[src/rtl/lat_pkg.sv]
/*
 latency and termination timing package: band codes, lookup tables, field positions.
 assumes: used by the latency selection block and its table helper.
*/
package lat_pkg;
   localparam int BAND_W    = 3;
   localparam int LAT_W     = 6;
   localparam int NUM_BANDS = 7;
   localparam int TERM_W    = 4;

   typedef logic [BAND_W-1:0] band_t;
   typedef logic [LAT_W-1:0]  lat_t;

   // band codes, lowest to highest frequency
   localparam band_t BAND_266  = 3'h0;
   localparam band_t BAND_533  = 3'h1;
   localparam band_t BAND_800  = 3'h2;
   localparam band_t BAND_1066 = 3'h3;
   localparam band_t BAND_1333 = 3'h4;
   localparam band_t BAND_1600 = 3'h5;
   localparam band_t BAND_TOP  = 3'h6;

   // termination field positions
   localparam int TERM_MSB    = 3;
   localparam int NT_HI_BIT   = 7;
   localparam logic [TERM_W-1:0] TERM_OFF = 4'h0;

   // burst-length extension for 32-beat bursts
   localparam lat_t BL32_EXTRA = 6'h08;

   // zero marks a value that is not available in that band
   localparam lat_t LAT_NA = 6'h00;

   // set B third band is illegible; parameter default in top
   localparam lat_t WL_B_BAND2_DEFAULT = 6'h0C;

   typedef lat_t tab_t [NUM_BANDS];

   localparam tab_t RD_NODBI  = '{6'h06, 6'h0A, 6'h0E, 6'h14, 6'h18, 6'h1C, 6'h20};
   localparam tab_t RD_DBI    = '{6'h06, 6'h0C, 6'h10, 6'h16, 6'h1C, 6'h20, 6'h24};
   localparam tab_t WR_SET_A  = '{6'h04, 6'h06, 6'h08, 6'h0A, 6'h0C, 6'h0E, 6'h10};
   localparam tab_t WR_SET_B  = '{6'h04, 6'h08, 6'h00, 6'h12, 6'h16, 6'h1A, 6'h1E};
   localparam tab_t WREC      = '{6'h06, 6'h0A, 6'h10, 6'h14, 6'h18, 6'h1E, 6'h22};
   localparam tab_t RTP       = '{6'h08, 6'h08, 6'h08, 6'h08, 6'h0A, 6'h0C, 6'h0E};
   localparam tab_t TON_A     = '{6'h00, 6'h00, 6'h00, 6'h04, 6'h04, 6'h06, 6'h06};
   localparam tab_t TON_B     = '{6'h00, 6'h00, 6'h06, 6'h0C, 6'h0E, 6'h12, 6'h14};
   localparam tab_t TOFF_A    = '{6'h00, 6'h00, 6'h00, 6'h14, 6'h16, 6'h18, 6'h1A};
   localparam tab_t TOFF_B    = '{6'h00, 6'h00, 6'h16, 6'h1C, 6'h20, 6'h24, 6'h28};
   localparam tab_t RTON_N    = '{6'h00, 6'h00, 6'h00, 6'h0E, 6'h12, 6'h16, 6'h1A};
   localparam tab_t RTON_D    = '{6'h00, 6'h00, 6'h00, 6'h10, 6'h16, 6'h1A, 6'h1E};
   localparam tab_t RTOFF_N   = '{6'h00, 6'h00, 6'h00, 6'h20, 6'h24, 6'h2A, 6'h2E};
   localparam tab_t RTOFF_D   = '{6'h00, 6'h00, 6'h00, 6'h22, 6'h28, 6'h2E, 6'h32};
endpackage : lat_pkg

[src/rtl/lat_pick.sv]
/*
 picks one entry from one of two band tables, clamping out-of-range bands.
 assumes: band code from lat_pkg; purely combinational.
*/
`timescale 1ns/10ps
`default_nettype none
module lat_pick
   import lat_pkg::*;
#(
   parameter lat_pkg::tab_t TAB0 = lat_pkg::RD_NODBI,
   parameter lat_pkg::tab_t TAB1 = lat_pkg::RD_DBI
) (
   input  wire logic          sel,
   input  wire lat_pkg::band_t band,
   output var   lat_pkg::lat_t val
);
   always_comb begin
      if (band > BAND_TOP) begin
         val = sel ? TAB1[BAND_TOP] : TAB0[BAND_TOP];
      end else begin
         val = sel ? TAB1[band] : TAB0[band];
      end
   end
endmodule : lat_pick
`default_nettype wire

[src/rtl/dram_latency_odt_timing.sv]
/*
 latency and termination timing selection for one low-power dram channel.
 assumes: controller supplies band, mode bits and burst length synchronously to mclk;
 controller keeps clock inside the programmed band and reprograms before moving band.
*/
//////////////////////////////////////////////////////////////////////////////
// Overview of operation
// - read delay uses no-inversion column 6..32 per band without read inversion.
// - read delay uses inversion column 6..36 per band with read inversion.
// - write set bit 0 selects set A, 1 selects set B.
// - write delay per band from set A or set B table; set B at 800 MHz from WL_B_BAND2.
// - write auto-precharge waits write recovery cycles 6..34 before internal precharge.
// - read auto-precharge waits read-to-precharge cycles 8..14 before internal precharge.
// - 32-beat bursts add 8 clocks to read-to-precharge count.
// - termination enabled when field msb set; resistance follows field value.
// - termination disabled whenever field msb is zero.
// - termination on latency per band and set, unavailable in low bands.
// - termination off latency per band and set, plus 8 for 32-beat bursts.
// - non-target termination disabled only when bits 7 and 3 both zero.
// - read termination latencies apply from 1066 MHz, with inversion variants.
// - read termination off latency gets 8 added for 32-beat bursts.
// - read termination off values assume 1.5 clock postamble fixed.
//////////////////////////////////////////////////////////////////////////////
`timescale 1ns/10ps
`default_nettype none
module dram_latency_odt_timing
   import lat_pkg::*;
#(
   parameter lat_pkg::lat_t WL_B_BAND2 = lat_pkg::WL_B_BAND2_DEFAULT
) (
   input  wire logic           mclk,
   input  wire logic           arst_n,
   input  wire lat_pkg::band_t band,
   input  wire logic           read_inv_en,
   input  wire logic           write_set_b,
   input  wire logic           burst32,
   input  wire logic [7:0]     termination_config_reg,
   input  wire logic           write_ap_start,
   input  wire logic           read_ap_start,
   output var   lat_pkg::lat_t read_delay_cycles,
   output var   lat_pkg::lat_t write_delay_cycles,
   output var   lat_pkg::lat_t write_recovery_cycles,
   output var   lat_pkg::lat_t read_to_precharge_cycles,
   output var   lat_pkg::lat_t term_on_latency,
   output var   lat_pkg::lat_t term_off_latency,
   output var   lat_pkg::lat_t read_term_on_latency,
   output var   lat_pkg::lat_t read_term_off_latency,
   output logic                term_valid,
   output logic                read_term_valid,
   output logic                term_en,
   output logic [3:0]          term_resistance,
   output logic                nt_term_en,
   output logic                precharge_pulse,
   output logic                precharge_busy
);
   import lat_pkg::*;

   //////////////////////////////////////////////////////////////////////////
   // table lookups
   lat_t rd_v, wr_v, wrec_v, rtp_v, ton_v, toff_v, rton_v, rtoff_v;
   lat_t nxt_wr;

   lat_pick #(.TAB0(RD_NODBI), .TAB1(RD_DBI)) u_rd (
      .sel  (read_inv_en),
      .band (band),
      .val  (rd_v)
   );
   lat_pick #(.TAB0(WR_SET_A), .TAB1(WR_SET_B)) u_wr (
      .sel  (write_set_b),
      .band (band),
      .val  (wr_v)
   );
   lat_pick #(.TAB0(WREC), .TAB1(WREC)) u_wrec (
      .sel  (1'b0),
      .band (band),
      .val  (wrec_v)
   );
   lat_pick #(.TAB0(RTP), .TAB1(RTP)) u_rtp (
      .sel  (1'b0),
      .band (band),
      .val  (rtp_v)
   );
   lat_pick #(.TAB0(TON_A), .TAB1(TON_B)) u_ton (
      .sel  (write_set_b),
      .band (band),
      .val  (ton_v)
   );
   lat_pick #(.TAB0(TOFF_A), .TAB1(TOFF_B)) u_toff (
      .sel  (write_set_b),
      .band (band),
      .val  (toff_v)
   );
   lat_pick #(.TAB0(RTON_N), .TAB1(RTON_D)) u_rton (
      .sel  (read_inv_en),
      .band (band),
      .val  (rton_v)
   );
   lat_pick #(.TAB0(RTOFF_N), .TAB1(RTOFF_D)) u_rtoff (
      .sel  (read_inv_en),
      .band (band),
      .val  (rtoff_v)
   );

   always_comb begin
      nxt_wr = wr_v;
      if (write_set_b && band == BAND_800) begin
         nxt_wr = WL_B_BAND2;
      end
   end

   //////////////////////////////////////////////////////////////////////////
   // 32-beat extension, the not-available code stays untouched
   function automatic lat_t burst_ext(input lat_t base, input logic long_burst);
      lat_t res;
      res = base;
      if (long_burst && (base != LAT_NA)) begin
         res = base + BL32_EXTRA;
      end
      return res;
   endfunction : burst_ext

   // output registers
   lat_t              read_delay_ff;
   lat_t              write_delay_ff;
   lat_t              wr_recovery_ff;
   lat_t              rd_to_pre_ff;
   lat_t              term_on_ff;
   lat_t              term_off_ff;
   lat_t              rd_term_on_ff;
   lat_t              rd_term_off_ff;
   logic              term_valid_ff;
   logic              rd_term_valid_ff;
   logic              term_en_ff;
   logic [TERM_W-1:0] term_res_ff;
   logic              nt_term_en_ff;
   logic              pulse_ff;
   logic              busy_ff;

   assign read_delay_cycles        = read_delay_ff;
   assign write_delay_cycles       = write_delay_ff;
   assign write_recovery_cycles    = wr_recovery_ff;
   assign read_to_precharge_cycles = rd_to_pre_ff;
   assign term_on_latency          = term_on_ff;
   assign term_off_latency         = term_off_ff;
   assign read_term_on_latency     = rd_term_on_ff;
   assign read_term_off_latency    = rd_term_off_ff;
   assign term_valid               = term_valid_ff;
   assign read_term_valid          = rd_term_valid_ff;
   assign term_en                  = term_en_ff;
   assign term_resistance          = term_res_ff;
   assign nt_term_en               = nt_term_en_ff;
   assign precharge_pulse          = pulse_ff;
   assign precharge_busy           = busy_ff;

   //////////////////////////////////////////////////////////////////////////
   // registered latency outputs
   always_ff @(posedge mclk or negedge arst_n) begin
      if (!arst_n) begin
         read_delay_ff <= LAT_NA;
      end else begin
         read_delay_ff <= rd_v;
      end
   end

   always_ff @(posedge mclk or negedge arst_n) begin
      if (!arst_n) begin
         write_delay_ff <= LAT_NA;
      end else begin
         write_delay_ff <= nxt_wr;
      end
   end

   always_ff @(posedge mclk or negedge arst_n) begin
      if (!arst_n) begin
         wr_recovery_ff <= LAT_NA;
      end else begin
         wr_recovery_ff <= wrec_v;
      end
   end

   always_ff @(posedge mclk or negedge arst_n) begin
      if (!arst_n) begin
         rd_to_pre_ff <= LAT_NA;
      end else begin
         rd_to_pre_ff <= burst_ext(rtp_v, burst32);
      end
   end

   //////////////////////////////////////////////////////////////////////////
   // registered termination latencies
   always_ff @(posedge mclk or negedge arst_n) begin
      if (!arst_n) begin
         term_on_ff <= LAT_NA;
      end else begin
         term_on_ff <= ton_v;
      end
   end

   always_ff @(posedge mclk or negedge arst_n) begin
      if (!arst_n) begin
         term_valid_ff <= 1'b0;
      end else begin
         term_valid_ff <= (ton_v != LAT_NA);
      end
   end

   always_ff @(posedge mclk or negedge arst_n) begin
      if (!arst_n) begin
         term_off_ff <= LAT_NA;
      end else begin
         term_off_ff <= burst_ext(toff_v, burst32);
      end
   end

   always_ff @(posedge mclk or negedge arst_n) begin
      if (!arst_n) begin
         rd_term_on_ff <= LAT_NA;
      end else begin
         rd_term_on_ff <= rton_v;
      end
   end

   always_ff @(posedge mclk or negedge arst_n) begin
      if (!arst_n) begin
         rd_term_valid_ff <= 1'b0;
      end else begin
         rd_term_valid_ff <= (rton_v != LAT_NA);
      end
   end

   always_ff @(posedge mclk or negedge arst_n) begin
      if (!arst_n) begin
         rd_term_off_ff <= LAT_NA;
      end else begin
         rd_term_off_ff <= burst_ext(rtoff_v, burst32);
      end
   end

   //////////////////////////////////////////////////////////////////////////
   // termination enables
   always_ff @(posedge mclk or negedge arst_n) begin
      if (!arst_n) begin
         term_en_ff <= 1'b0;
      end else begin
         term_en_ff <= termination_config_reg[TERM_MSB]
                       && (termination_config_reg[TERM_W-1:0] != TERM_OFF);
      end
   end

   always_ff @(posedge mclk or negedge arst_n) begin
      if (!arst_n) begin
         term_res_ff <= TERM_OFF;
      end else begin
         term_res_ff <= termination_config_reg[TERM_W-1:0];
      end
   end

   always_ff @(posedge mclk or negedge arst_n) begin
      if (!arst_n) begin
         nt_term_en_ff <= 1'b0;
      end else begin
         nt_term_en_ff <= termination_config_reg[NT_HI_BIT]
                          | termination_config_reg[TERM_MSB];
      end
   end

   //////////////////////////////////////////////////////////////////////////
   // auto-precharge timer
   lat_t cnt_ff;
   lat_t nxt_cnt;
   logic nxt_pulse;

   always_comb begin
      nxt_cnt   = cnt_ff;
      nxt_pulse = 1'b0;
      if (write_ap_start) begin
         nxt_cnt = wrec_v;
      end else if (read_ap_start) begin
         nxt_cnt = burst_ext(rtp_v, burst32);
      end else if (cnt_ff != LAT_NA) begin
         nxt_cnt = cnt_ff - 6'h01;
         nxt_pulse = (cnt_ff == 6'h01);
      end
   end

   always_ff @(posedge mclk or negedge arst_n) begin
      if (!arst_n) begin
         cnt_ff <= LAT_NA;
      end else begin
         cnt_ff <= nxt_cnt;
      end
   end

   always_ff @(posedge mclk or negedge arst_n) begin
      if (!arst_n) begin
         pulse_ff <= 1'b0;
      end else begin
         pulse_ff <= nxt_pulse;
      end
   end

   always_ff @(posedge mclk or negedge arst_n) begin
      if (!arst_n) begin
         busy_ff <= 1'b0;
      end else begin
         busy_ff <= (nxt_cnt != LAT_NA);
      end
   end
endmodule : dram_latency_odt_timing
`default_nettype wire

[config.mk]
export PLATFORM = sky130hd
export DESIGN_NAME = dram_latency_odt_timing
export DESIGN_NICKNAME = d
export VERILOG_FILES = /design/src/rtl/lat_pkg.sv /design/src/rtl/lat_pick.sv /design/src/rtl/dram_latency_odt_timing.sv
export SDC_FILE = /design/constraint.sdc
export NUM_CORES = 1
export LEC_CHECK = 0
export BUFFER_PORTS_ARGS = -buffer_cell sky130_fd_sc_hd__buf_2
export CORE_MARGIN = 1.5
export CORE_UTILIZATION = 42
export CTS_CLUSTER_DIAMETER = 50
export DETAILED_ROUTE_END_ITERATION = 7
export PLACE_DENSITY = 0.74
export RECOVER_POWER = 50
export REMOVE_ABC_BUFFERS = 1
export SKIP_CTS_REPAIR_TIMING = 1
export SYNTH_ARGS = -nofsm -noshare
export SYNTH_HDL_FRONTEND = slang
export SYNTH_HIERARCHICAL = 1
export SYNTH_SLANG_ARGS = --single-unit
export TNS_END_PERCENT = 50
[constraint.sdc]
create_clock -name mclk -period 4.4 [get_ports mclk]
set_input_delay 1.1 -clock mclk [delete_from_list [all_inputs] [get_ports mclk]]
set_output_delay 1.1 -clock mclk [all_outputs]
set_load 0.05 [all_outputs]
==> impl_metrics.env <==
export IMPL_crit_chain="buf_2, clkbuf_1, inv_1, ha_1, nor2b_1, a211oi_1, nor2_1"
export IMPL_vias=2435
export IMPL_setup_tns_ps=0
export IMPL_io_pin_count=76
export IMPL_worst_pin_slew_ps=1635
export IMPL_gp_congestion=0.8375
export IMPL_seq_area_um2=1602
export IMPL_stdcell_area_um2=3821
export IMPL_slew_headroom_pct=-8.973
export IMPL_drive_gt1_share_pct=23.91
export IMPL_skew_ps=5.831
export IMPL_dp_cells=476
export IMPL_worstSkewPairLatency_ps=330
export IMPL_initial_core_util_pct=42.96
export IMPL_num_rows=32
export IMPL_netlist_area_um2=3286
export IMPL_worst_setup_path_type="in2reg"
export IMPL_path_delay_family="buffers and inverters"
export IMPL_cts_root_buf="clkbuf_8"
export IMPL_viasPerCell=4.959
export IMPL_grt_first_pass_wirelength_um=10180
export IMPL_critPathRequiredTime_ps=4610
export IMPL_pre_cts_ws_ps=1116
export IMPL_die_x_um=91.45
export IMPL_slowest_delay_ps=890
export IMPL_crit_arrival_ps=3370
export IMPL_drc_errors=0
export IMPL_cts_tree="yes"
export IMPL_fin_cells=491
export IMPL_power_mw=1.499
export IMPL_core_region_area_um2=7647
export IMPL_ff2ff_setup_slack_ps=2390
export IMPL_status="finished with violations"
export IMPL_finalCritPeriodShare_pct=71.77
export IMPL_multiInputGateArea_um2=1461
export IMPL_maxCapViolCount=1
export IMPL_hold_viol=0
export IMPL_worst_slack_ps=1242
export IMPL_fp_dieArea_um2=8362
export IMPL_wl_met2_um=2990
export IMPL_fin_crit_ps=3158
export IMPL_clock_path_buffers=2
export IMPL_portBuffers=72
export IMPL_antenna_left=0
export IMPL_path_max_fanout=29
export IMPL_rsz0062_at_grt="false"
export IMPL_synth_avg_cell_area_um2=10.36
export IMPL_crit_slowest_cell="clkbuf_1"
export IMPL_syn_to_final_growth_pct=16.30
export IMPL_violations="max-capacitance violations, max-slew violations"
export IMPL_max_freq_mhz=316.7
export IMPL_drt_iter0_markers=103
export IMPL_max_vdd_ir_drop_v=0.0001723
export IMPL_dp_hpwl_um=4318
export IMPL_wl_per_cell_um=12.83
export IMPL_fin_nets=423
export IMPL_cts_made_buffers=9
export IMPL_p_per_area_nw_per_um2=392.4
export IMPL_final_common_cell="buf_2"
export IMPL_endpoint_kind="flip-flop"
export IMPL_htree_levels=3
export IMPL_clkSlewWorstSetupHoldPaths_ps=70
export IMPL_power_leakage_nw=1.857
export IMPL_crit_buf_inv=3
export IMPL_syn_inst=317
export IMPL_hold_path_class="reg2reg"
export IMPL_wl_um=6299
export IMPL_met3_length_um=307
export IMPL_final_cell_mix="buf_2, dfrtp_1, nand2_1"
export IMPL_slew_violations=31
export IMPL_highest_layer="met4"
export IMPL_crit_path_start_kind="input pin"
export IMPL_grt_max_degree=51
export IMPL_diodes=0
export IMPL_setup_viol=0
export IMPL_cts_sinks=64
export IMPL_first_global_vias=2253
export IMPL_antenna_found_initial=0
export IMPL_gr_usage_all_layers_pct=15.54
export IMPL_drt_met1_wl_um=2920
export IMPL_first_pass_iters=4
export IMPL_placed_cell_area_um2=3649
export IMPL_die_h_um=91.45
export IMPL_fill_cells=706
export IMPL_yosysWarnings=6
export IMPL_grt_overflow=0
==> power breakdown <==
group          total, mW  internal [mW]  switching, mW
logic              0.363         0.0952          0.268
clock network      0.482          0.274          0.209
registers          0.654          0.634         0.0198
==> registers in the layout, summed over array words and instances (netlist names) <==
name                      flops
read_delay_cycles             6
write_recovery_cycles         6
read_to_precharge_cycles      6
term_on_latency               6
term_valid                    1
read_term_valid               1
term_off_latency              6
precharge_busy                1
read_term_on_latency          6
term_resistance               4
write_delay_cycles            6
cnt_ff                        6
term_en                       1
precharge_pulse               1
read_term_off_latency         6
nt_term_en                    1
==> path summary, 6_finish.rpt <==
check	from	end	cells after the start
max	band[1]	read_delay_cycles[3]$_DFF_PN0_	7
min	cnt_ff[5]$_DFF_PN0_	cnt_ff[5]$_DFF_PN0_	2
max reg2reg	cnt_ff[2]$_DFF_PN0_	precharge_busy$_DFF_PN0_	5
min reg2reg	cnt_ff[5]$_DFF_PN0_	cnt_ff[5]$_DFF_PN0_	2
max in group asynchronous	arst_n	read_term_off_latency[3]$_DFF_PN0_	2
min in group asynchronous	arst_n	cnt_ff[3]$_DFF_PN0_	1
==> layout make-up <==
class / count / area share (%)
Timing Repair Buffer: 74 / 9.430
Clock inverter: 3 / 1.113
Sequential cell: 64 / 41.91
Inverter: 22 / 2.161
Tap cell: 102 / 3.340
Multi-Input combinational cell: 214 / 38.24
Clock buffer: 12 / 3.798
==> tightest hold or removal path: cells and delay by family (launching register included) <==
family / cells / cell delay [ps]
compound gates: 1 / 70
flops: 1 / 420
xor+xnor: 1 / 150
==> layer usage <==
metal  vias to the layer above  GRT usage, %
met3                         6         4.188
met2                        68         25.75
li1                       1198             -
met5                         -             0
met1                      1163         19.33
met4                         0         5.729
==> stage by stage <==
stage          hold WS, ps  utilization (%)
2_1_floorplan        623.1                -
3_3_place_gp         650.8            47.71
3_5_place_dp         662.3            47.71
4_1_cts              679.2            50.16
5_1_grt              713.3            49.97
6_report             677.9            49.97
Power figures use the tool's default switching activity.
